<file path="src/verilog/commutation_pkg.sv">
// commutation_pkg: shared types and constants for the six-step sequencer
// assumes a single 250 MHz system clock; no software registers
package commutation_pkg;

  localparam int unsigned CLK_MHZ         = 250;
  // off-time of the current-limit one-shot, in microseconds
  localparam int unsigned OFF_TIME_US     = 20;
  localparam int unsigned OFF_TIME_CYCLES = OFF_TIME_US * CLK_MHZ;
  // align and ramp durations in microseconds
  localparam int unsigned ALIGN_TIME_US   = 100000;
  localparam int unsigned RAMP_TIME_US    = 500000;
  localparam int unsigned ALIGN_CYCLES    = ALIGN_TIME_US * CLK_MHZ;
  localparam int unsigned RAMP_CYCLES     = RAMP_TIME_US * CLK_MHZ;
  localparam int unsigned CNT_W           = 32;

  typedef enum logic [6:0] {
    ST_ALIGN = 7'h01,
    ST_A     = 7'h02,
    ST_B     = 7'h04,
    ST_C     = 7'h08,
    ST_D     = 7'h10,
    ST_E     = 7'h20,
    ST_F     = 7'h40
  } comm_state_t;

  typedef enum logic [2:0] {
    MODE_ALIGN = 3'h1,
    MODE_RAMP  = 3'h2,
    MODE_RUN   = 3'h4
  } start_mode_t;

  // low side active high, high side active low
  typedef struct packed {
    logic low_a;
    logic low_b;
    logic low_c;
    logic high_a_n;
    logic high_b_n;
    logic high_c_n;
  } gate_drive_t;

  // one-hot selection of the phase the back-emf sampler watches
  typedef struct packed {
    logic phase_a;
    logic phase_b;
    logic phase_c;
  } sense_select_t;

  localparam gate_drive_t GATES_OFF  = 6'h07;
  localparam sense_select_t SENSE_NONE = 3'h0;

endpackage

</file>
<file path="src/verilog/limit_one_shot.sv">
// limit_one_shot: fixed off-time one-shot for the current limit
// assumes i_trip is already synchronous to i_clk
`timescale 1ns/10ps
`default_nettype none
module limit_one_shot
  import commutation_pkg::*;
#(
  parameter int unsigned OFF_CYCLES = OFF_TIME_CYCLES
)(
  input  wire logic i_clk,
  input  wire logic i_reset,
  input  wire logic i_trip,
  output var  logic o_active
);

  logic [CNT_W-1:0] remaining;

  // a trip while counting is ignored; retrigger only after expiry
  always_ff @(posedge i_clk)
  begin
    if (i_reset)
    begin
      remaining <= '0;
      o_active  <= 1'b0;
    end
    else if (!o_active)
    begin
      if (i_trip)
      begin
        remaining <= CNT_W'(OFF_CYCLES - 1);
        o_active  <= 1'b1;
      end
    end
    else if (remaining == '0)
      o_active <= 1'b0;
    else
      remaining <= remaining - 1'b1;
  end

endmodule
`default_nettype wire

</file>
<file path="src/verilog/bldc_commutation_sequencer.sv">
// bldc_commutation_sequencer: six-step commutation, start-up modes and gate drive
// assumes analog comparators deliver the trip, pwm, speed clock and undervoltage
// as logic levels from outside this clock domain; the bridge adds no dead time
//
// Contract
// three low-side gate outputs, one per phase, active high
// three high-side gate outputs, one per phase, active low
// current trip starts one-shot forcing all low sides off for off-time
// off-time should not exceed one pwm period, e.g. 25kHz
// each state drives one low side and one high side of different phases
// six states in fixed order form one full commutation cycle
// state machine advances once per speed oscillator clock cycle
// states A..F drive fixed low/high pairs, all others off
// undriven phase is routed to back-emf sampler per state
// speed oscillator clock is given out as tachometer signal
// gates combine state decode, pwm duty and current-limit gating
// undervoltage holds all six gates off
// reset enters align: low_b, high_a, high_c on, nothing sampled
// after align, ramp steps A..F with sampling off until timer ends
// after ramp, run mode enables back-emf sensing
// pwm applies only to low sides, gated with the one-shot
// after off-time, low sides follow decode again; retrip only after expiry
// off-time is a configurable system clock cycle count
`timescale 1ns/10ps
`default_nettype none
module bldc_commutation_sequencer
  import commutation_pkg::*;
#(
  parameter int unsigned OFF_CYCLES   = OFF_TIME_CYCLES,
  parameter int unsigned ALIGN_CNT    = ALIGN_CYCLES,
  parameter int unsigned RAMP_CNT     = RAMP_CYCLES
)(
  input  wire logic    i_clk,
  input  wire logic    i_reset,
  input  wire logic    i_current_trip,
  input  wire logic    i_pwm_duty,
  input  wire logic    i_speed_clock,
  input  wire logic    i_undervoltage,
  output var  logic    o_low_drive_a,
  output var  logic    o_low_drive_b,
  output var  logic    o_low_drive_c,
  output var  logic    o_high_drive_a_n,
  output var  logic    o_high_drive_b_n,
  output var  logic    o_high_drive_c_n,
  output var  logic    o_phase_a_sense,
  output var  logic    o_phase_b_sense,
  output var  logic    o_phase_c_sense,
  output var  logic    o_sense_enable,
  output var  logic    o_speed_clock_out,
  output var  logic    o_limit_active,
  output var  logic [2:0] o_mode
);

  // two-stage synchronisers; stage one feeds stage two only
  logic [3:0] sync_1;
  logic [3:0] sync_2;
  logic       speed_prev;

  always_ff @(posedge i_clk)
  begin
    if (i_reset)
    begin
      sync_1 <= 4'h0;
      sync_2 <= 4'h0;
    end
    else
    begin
      sync_1 <= {i_current_trip, i_pwm_duty, i_speed_clock, i_undervoltage};
      sync_2 <= sync_1;
    end
  end

  logic trip_s;
  logic pwm_s;
  logic speed_s;
  logic uv_s;
  assign trip_s  = sync_2[3];
  assign pwm_s   = sync_2[2];
  assign speed_s = sync_2[1];
  assign uv_s    = sync_2[0];

  logic speed_rise;
  assign speed_rise = speed_s && !speed_prev;

  always_ff @(posedge i_clk)
  begin
    if (i_reset)
      speed_prev <= 1'b0;
    else
      speed_prev <= speed_s;
  end

  logic limit_active;

  limit_one_shot #(
    .OFF_CYCLES (OFF_CYCLES)
  ) u_one_shot (
    .i_clk    (i_clk),
    .i_reset  (i_reset),
    .i_trip   (trip_s),
    .o_active (limit_active)
  );

  // start-up mode sequencing with align and ramp timers
  start_mode_t      mode;
  logic [CNT_W-1:0] mode_timer;

  always_ff @(posedge i_clk)
  begin
    if (i_reset)
    begin
      mode       <= MODE_ALIGN;
      mode_timer <= '0;
    end
    else
    begin
      case (mode)
        MODE_ALIGN:
        begin
          if (mode_timer == CNT_W'(ALIGN_CNT - 1))
          begin
            mode       <= MODE_RAMP;
            mode_timer <= '0;
          end
          else
            mode_timer <= mode_timer + 1'b1;
        end
        MODE_RAMP:
        begin
          if (mode_timer == CNT_W'(RAMP_CNT - 1))
          begin
            mode       <= MODE_RUN;
            mode_timer <= '0;
          end
          else
            mode_timer <= mode_timer + 1'b1;
        end
        MODE_RUN:
          mode <= MODE_RUN;
        default:
          mode <= MODE_ALIGN;
      endcase
    end
  end

  // commutation states; align holds through align mode and until the first speed clock rise in ramp
  comm_state_t state;
  comm_state_t next_state;

  always_comb
  begin
    case (state)
      ST_ALIGN: next_state = ST_A;
      ST_A:     next_state = ST_B;
      ST_B:     next_state = ST_C;
      ST_C:     next_state = ST_D;
      ST_D:     next_state = ST_E;
      ST_E:     next_state = ST_F;
      ST_F:     next_state = ST_A;
      default:  next_state = ST_ALIGN;
    endcase
  end

  always_ff @(posedge i_clk)
  begin
    if (i_reset)
      state <= ST_ALIGN;
    else if (mode == MODE_ALIGN)
      state <= ST_ALIGN;
    else if (speed_rise)
      state <= next_state;
  end

  // decode a state into unqualified gate requests (low active high, high active low)
  function automatic gate_drive_t decode_gates(input comm_state_t s);
    gate_drive_t g;
    g = GATES_OFF;
    case (s)
      ST_ALIGN: begin g.low_b = 1'b1; g.high_a_n = 1'b0; g.high_c_n = 1'b0; end
      ST_A:     begin g.low_c = 1'b1; g.high_a_n = 1'b0; end
      ST_B:     begin g.low_c = 1'b1; g.high_b_n = 1'b0; end
      ST_C:     begin g.low_a = 1'b1; g.high_b_n = 1'b0; end
      ST_D:     begin g.low_a = 1'b1; g.high_c_n = 1'b0; end
      ST_E:     begin g.low_b = 1'b1; g.high_c_n = 1'b0; end
      ST_F:     begin g.low_b = 1'b1; g.high_a_n = 1'b0; end
      default:  g = GATES_OFF;
    endcase
    return g;
  endfunction

  function automatic sense_select_t decode_sense(input comm_state_t s);
    sense_select_t m;
    m = SENSE_NONE;
    case (s)
      ST_A, ST_D: m.phase_b = 1'b1;
      ST_B, ST_E: m.phase_a = 1'b1;
      ST_C, ST_F: m.phase_c = 1'b1;
      default:    m = SENSE_NONE;
    endcase
    return m;
  endfunction

  gate_drive_t   decoded;
  gate_drive_t   next_gates;
  sense_select_t sense_sel;
  logic          low_allow;

  assign decoded   = decode_gates(state);
  assign sense_sel = decode_sense(state);
  // pwm and the one-shot gate the low sides only
  assign low_allow = pwm_s && !limit_active;

  always_comb
  begin
    next_gates = decoded;
    next_gates.low_a = decoded.low_a && low_allow;
    next_gates.low_b = decoded.low_b && low_allow;
    next_gates.low_c = decoded.low_c && low_allow;
    if (uv_s)
      next_gates = GATES_OFF;
  end

  always_ff @(posedge i_clk)
  begin
    if (i_reset)
    begin
      o_low_drive_a    <= 1'b0;
      o_low_drive_b    <= 1'b0;
      o_low_drive_c    <= 1'b0;
      o_high_drive_a_n <= 1'b1;
      o_high_drive_b_n <= 1'b1;
      o_high_drive_c_n <= 1'b1;
    end
    else
    begin
      o_low_drive_a    <= next_gates.low_a;
      o_low_drive_b    <= next_gates.low_b;
      o_low_drive_c    <= next_gates.low_c;
      o_high_drive_a_n <= next_gates.high_a_n;
      o_high_drive_b_n <= next_gates.high_b_n;
      o_high_drive_c_n <= next_gates.high_c_n;
    end
  end

  // sense selection is shown in states A..F, none in align; sampling only counts in run
  always_ff @(posedge i_clk)
  begin
    if (i_reset)
    begin
      o_phase_a_sense   <= 1'b0;
      o_phase_b_sense   <= 1'b0;
      o_phase_c_sense   <= 1'b0;
      o_sense_enable    <= 1'b0;
      o_speed_clock_out <= 1'b0;
      o_limit_active    <= 1'b0;
      o_mode            <= MODE_ALIGN;
    end
    else
    begin
      o_phase_a_sense   <= sense_sel.phase_a;
      o_phase_b_sense   <= sense_sel.phase_b;
      o_phase_c_sense   <= sense_sel.phase_c;
      o_sense_enable    <= (mode == MODE_RUN);
      o_speed_clock_out <= speed_s;
      o_limit_active    <= limit_active;
      o_mode            <= mode;
    end
  end

endmodule
`default_nettype wire

</file>
<file path="config.mk">
export PLATFORM = sky130hd
export DESIGN_NAME = bldc_commutation_sequencer
export DESIGN_NICKNAME = d
export VERILOG_FILES = /design/src/verilog/commutation_pkg.sv /design/src/verilog/limit_one_shot.sv /design/src/verilog/bldc_commutation_sequencer.sv
export SDC_FILE = /design/constraint.sdc
export NUM_CORES = 1
export LEC_CHECK = 0
export BUFFER_PORTS_ARGS = -buffer_cell sky130_fd_sc_hd__buf_4
export CAP_MARGIN = 20
export CORE_ASPECT_RATIO = 1.2
export CORE_UTILIZATION = 40
export DETAILED_ROUTE_END_ITERATION = 8
export GPL_TIMING_DRIVEN = 1
export PLACE_DENSITY = 0.56
export SYNTH_ARGS = -nofsm -noshare
export SYNTH_HDL_FRONTEND = slang
export SYNTH_SLANG_ARGS = --single-unit
</file>
<file path="constraint.sdc">
create_clock -name i_clk -period 8.2 [get_ports i_clk]
set_input_delay 0 -clock i_clk [delete_from_list [all_inputs] [get_ports i_clk]]
set_output_delay 0 -clock i_clk [all_outputs]
set_load 0.01 [all_outputs]
</file>
* Word level (Yosys, flattened, before mapping) *
Cells that the tools add are included.

cells by class
  reductions and logical operators = 24
  mux-type cells = 22
  add/sub/neg operators = 2
  equal/unequal tests = 15

operators by type and width
  cell                     count
  $mux W32                 5
  $pmux W32 S2             1
  $pmux W7 S6              1
  $add A32 B1 Y32 const B  1
  $eq A32 B25 Y1 const B   1
  $eq A32 B27 Y1 const B   1
  $logic_not A32 Y1        1
  $sub A32 B1 Y32 const B  1
  $reduce_or A2 Y1         9
  $mux W1                  12
  $pmux W3 S3              1
  $reduce_or A3 Y1         3
  $eq A7 B1 Y1 const B     1
  $eq A7 B2 Y1 const B     1
  $eq A7 B3 Y1 const B     1
  $eq A7 B4 Y1 const B     1
  $eq A7 B5 Y1 const B     1
  $eq A7 B6 Y1 const B     1
  $eq A7 B7 Y1 const B     1
  $mux W3                  2
  $ne A2 B2 Y1 const B     3
  $logic_and A1 B1 Y1      5
  $reduce_and A2 Y1        2
  $reduce_bool A2 Y1       2
  4 further kinds          5

word-level totals
  input bits = 6
  output and inout port bits = 15
  logic and storage cells = 83
  register bits after elaboration = 98

* Logic depth before layout (Yosys ltp) *
  word-level depth = 4
  depth in mapped cells = 8
  gate-level depth less buffers = 7

* Cells and area by module *
Synthesis repeated with hierarchy kept, for this count alone.

second synthesis, totals
  cell total of the unflattened synthesis = 546
  area, all modules = 4839.6 µm²

by module, submodules not included
  module                      area each (µm²)  cells each  instances
  bldc_commutation_sequencer  2939.1           325         1
  limit_one_shot              1900.6           221         1

* Least setup slack after synthesis *
Ideal clock, no wire load.

  path type = flip-flop to flip-flop
  start point = register u_one_shot.remaining[15]
  end point = register u_one_shot.remaining[30]
  setup slack = 5.641 ns
  library setup time = 0.060 ns
  arrival time = 2.499 ns
  clock period less this slack = 2.559 ns
  required time = 8.140 ns
  cell stages (with the launch flop) = 8
  path buffers = 2
  cell sequence = dfxtp_1 > or4_1 > buf_2 > or4_4 > buf_6 > or4_4 > or4_1 > nand2_1

between the ends
  word-level cells in the longest chain between the ends = 3

ends and longest elaborated chain
  item                                                         line                                        source
  from (decl)                                                  limit_one_shot.sv:16                        logic [CNT_W-1:0] remaining;
  from (signal assigned)                                       limit_one_shot.sv:30                        remaining <= CNT_W'(OFF_CYCLES - 1);
  from (signal assigned)                                       limit_one_shot.sv:37                        remaining <= remaining - 1'b1;
  $sub A32 B1 Y32 / $logic_not A32 Y1 (equally long branches)  limit_one_shot.sv:37, limit_one_shot.sv:34
  $mux W32 / $ne A2 B2 Y1 (equally long branches)              n/a
  $mux W32 / $reduce_and A2 Y1 (equally long branches)         n/a

Several ways; a longest one is shown, not always the timed one. The select of a mux whose other input is x is not followed.
A chain may end at the register's enable or synchronous reset.

* Worst setup path after layout *
  start point = register u_one_shot.remaining[15]
  end point = register u_one_shot.remaining[6]

between the ends
  word-level cells in the longest chain between the ends = 3

ends and longest elaborated chain
  item                         line                  source
  $logic_not A32 Y1            limit_one_shot.sv:34  else if (remaining == '0)
  $ne A2 B2 Y1 (no line)       n/a
  $reduce_and A2 Y1 (no line)  n/a

No other way between the ends.

==> flow_summary.json <==
{
  "outcome": "complete, no violations",
  "slew_headroom_pct": 40.0,
  "cp_top_family": "simple AND/OR/NAND/NOR gates",
  "pwr-share-seq_pct": 44.0,
  "hold_class": "input pin to flop",
  "worstHoldStart": "i_reset",
  "antenna_cells": 0,
  "grt_pass1_vias": 3637,
  "p_comb_share_pct": 16.5,
  "crit_fanout": 17,
  "routed-wl-met3_microns": 434,
  "reg2reg_to": "u_one_shot.remaining[6]",
  "tns_ps": 0,
  "gp_congestion": 0.898,
  "rsz0062_at_grt": "no",
  "cts.sinks": 98,
  "dr_total_vias": 3936,
  "htreeDepth": 3,
  "fin_skew_ps": 11.6,
  "dieWidth_microns": 99.9,
  "cts_buffer_depth": 2,
  "ir_drop_uv": 117,
  "initial_core_util_pct": 41.5,
  "reg2reg_setup_slack_ps": 5410,
  "path_buf_inv": 0,
  "swShare_pct": 28.3,
  "grt.overflow.total": 0,
  "die_h_microns": 119,
  "critPathKind": "flop to flop",
  "startpoint_type": "flop",
  "synth_top_flop_cell": "dfxtp_1",
  "pin_count": 21,
  "drc": 0,
  "dp_hpwl_mm": 7.10,
  "wl_met2_mm": 4.69,
  "switchingPower_mw": 0.334,
  "r2r_cells": 5,
  "fin_cells": 713,
  "crit_path_cell_trace": "or4_1 -> or4_4 -> o41ai_4 -> o21ai_0 -> a21oi_1",
  "async_reset_ff_share_pct": 0,
  "intPower_mw": 0.846,
  "grt_pass1_wl_mm": 17.3,
  "routedWlPerCell_microns": 14.4,
  "slew_viol_final": 0,
  "top_layer": "met4",
  "seqCellArea_sq_mm": 0.00196,
  "cts_setup_buffers": 0,
  "fill_cells": 1062,
  "grt_max_degree": 37,
  "power_density_mw_per_mm2": 225,
  "cts_resized": 0,
  "multi_input_area_sq_mm": 0.00250,
  "dr.pass1.iters": 5,
  "rows": 42,
  "final_util_pct": 47.2,
  "synthCells": 542,
  "p_total_mw": 1.18,
  "whs_endpoint": "sync_1[1]",
  "synth_edf_count": 0,
  "fin_crit_ps": 2790,
  "clockPowerShare_pct": 39.5,
  "area_delta_synth_final_pct": 13.8,
  "crit_required_ps": 8470,
  "maxCapViolations": 0,
  "finalWirelength_mm": 10.2,
  "worst_pin_slew_ps": 893,
  "max_freq_ghz": 0.359,
  "ys_seq_area_share_pct": 42.7,
  "cellLeakagePower_nw": 1.90,
  "drtAntennaViolNets": 0,
  "viasPerCell": 5.52,
  "groute.usage.overall_pct": 18.1,
  "drive_above_1_share_pct": 10.4,
  "postPlaceCellArea_sq_mm": 0.00486,
  "arrival_ps": 3060,
  "nets": 562,
  "placed_cells": 693,
  "io_buffers": 20,
  "fin_crit_sh_pct": 34.0,
  "finalSetupViolCount": 0,
  "cts_root_buf": "clkbuf_16",
  "ys_types": 59,
  "met1Wirelength_mm": 4.96,
  "fin_area_sq_mm": 0.00523,
  "hold_depth": 2,
  "cts_hold_buf": 4,
  "path_clk_slew_ps": 70,
  "ys_ff_latch": 98,
  "tritoncts": "built",
  "end_kind": "flop",
  "core_sq_mm": 0.0111,
  "slowest_delay_ps": 810,
  "synth.cell_area_sq_mm": 0.00460,
  "dieArea_sq_mm": 0.0119,
  "timing.rr.start": "u_one_shot.remaining[15]",
  "antenna_found_initial": 0,
  "insertion_delay_ps": 350,
  "ys_warn_count": 0,
  "numCtsBuffers": 9,
  "drt_iter0_markers": 169,
  "cp_slowest_cell": "o41ai_4",
  "final_hold_viol_count": 0,
  "syn_nets": 550,
  "syn_avg_cell_area_sq_um": 8.49
}
==> sequential cells by signal, indices dropped and copies added, names as in the netlist <==
register,flops
o_high_drive_a_n,1
sync_2,4
o_low_drive_b,1
u_one_shot.o_active,1
o_limit_active,1
o_mode,3
o_sense_enable,1
o_phase_c_sense,1
o_high_drive_b_n,1
o_phase_a_sense,1
o_low_drive_c,1
o_speed_clock_out,1
state,7
mode,3
mode_timer,32
sync_1,4
o_high_drive_c_n,1
o_phase_b_sense,1
u_one_shot.remaining,32
o_low_drive_a,1
==> how the worst max path moves through the flow <==
stage | from | to | slack [ps] | cells after the start
after floorplan | u_one_shot.remaining[15] | u_one_shot.remaining[30] | 5640 | 7
after global placement | u_one_shot.remaining[15] | u_one_shot.remaining[29] | 5500 | 5
after detailed placement | u_one_shot.remaining[15] | u_one_shot.remaining[29] | 5410 | 5
after CTS | u_one_shot.remaining[15] | u_one_shot.remaining[6] | 5410 | 5
after global routing | u_one_shot.remaining[15] | u_one_shot.remaining[9] | 5230 | 5
final | u_one_shot.remaining[15] | u_one_shot.remaining[6] | 5410 | 5
==> routing by layer <==
| metal | track usage, % | vias to the layer above |
|---|---|---|
| met5 | 0 | - |
| met1 | 24.1 | 1833 |
| met3 | 3.05 | 11 |
| met4 | 8.00 | 0 |
| met2 | 28.7 | 93 |
| li1 | - | 1999 |
==> per-stage QoR <==
step                hold WS [ps]  setup slack [ps]
finish                      69.0              5410
floorplan                    128              5640
global route                89.0              5230
CTS                         78.4              5410
detailed placement           218              5410
global placement             210              5500
==> cell usage in the layout (no fill, tap or decap), types with 3 or more instances in the layout <==
master,instances
nor4b_1,5
dfxtp_1,98
and4_1,5
xor2_1,20
nor2b_1,13
a311oi_1,4
o21ai_0,15
and3_1,5
or4b_2,3
inv_1,9
nand4_1,17
or3_1,15
mux2i_1,4
nor4_1,18
clkbuf_16,9
o211ai_1,3
nand2_1,45
a31oi_1,4
dlygate4sd3_1,4
a21oi_1,24
or2_2,5
o31ai_1,6
or4_1,13
nand3_1,25
nor3_1,21
xnor2_1,20
nand2b_1,5
o41ai_1,3
nor2_1,70
nor3b_1,3
buf_4,23
==> synth_stat cells (5+ instances only) <==
library cell | instances | area share [%]
nand2_1 | 45 | 3.7
nor4b_1 | 5 | 0.95
a21oi_1 | 24 | 2.6
and4_1 | 5 | 0.95
nand4_1 | 17 | 2.3
dfxtp_1 | 98 | 43
nand2b_1 | 5 | 0.68
and3_1 | 5 | 0.68
o21ai_0 | 15 | 1.6
or2_2 | 5 | 0.68
nor4_1 | 18 | 2.4
nand3_1 | 25 | 2.7
xor2_1 | 20 | 3.8
nor3_1 | 21 | 2.3
nor2b_1 | 13 | 1.8
xnor2_1 | 20 | 3.8
o31ai_1 | 6 | 0.98
or4_1 | 13 | 2.1
clkbuf_1 | 20 | 1.6
or3_1 | 15 | 2.0
inv_1 | 9 | 0.73
nor2_1 | 70 | 5.7
==> cell type report <==
cell class / count / area share [%]
tap: 154 / 3.68
timing repair buffer: 27 / 4.06
sequential: 98 / 37.5
clock buffer: 10 / 4.57
multi-input combinational: 409 / 47.7
clock inverter: 6 / 1.86
inverter: 9 / 0.645
==> power by group through the flow <==
stage | registers [mW] | logic, mW | clock network, mW
after floorplan | 0.523 | 0.150 | 0
after global placement | 0.529 | 0.189 | 0
after detailed placement | 0.530 | 0.191 | 0
after CTS | 0.519 | 0.193 | 0.480
after global routing | 0.522 | 0.212 | 0.497
final | 0.519 | 0.195 | 0.467
==> logic make-up (layout without fill, tap and decap cells) <==
group,count (synthesis),count (layout),share of synthesized area [%]
AOI/OAI and AO/OA,81,81,12.2
xor gates and xnor gates,40,40,7.62
adders and majority gates,2,2,0.544
buffers and inverters,35,52,3.07
DFF,98,98,42.7
muxes,5,5,1.12
and+or+nand+nor,281,281,32.8
Power figures use the tool's default switching activity.
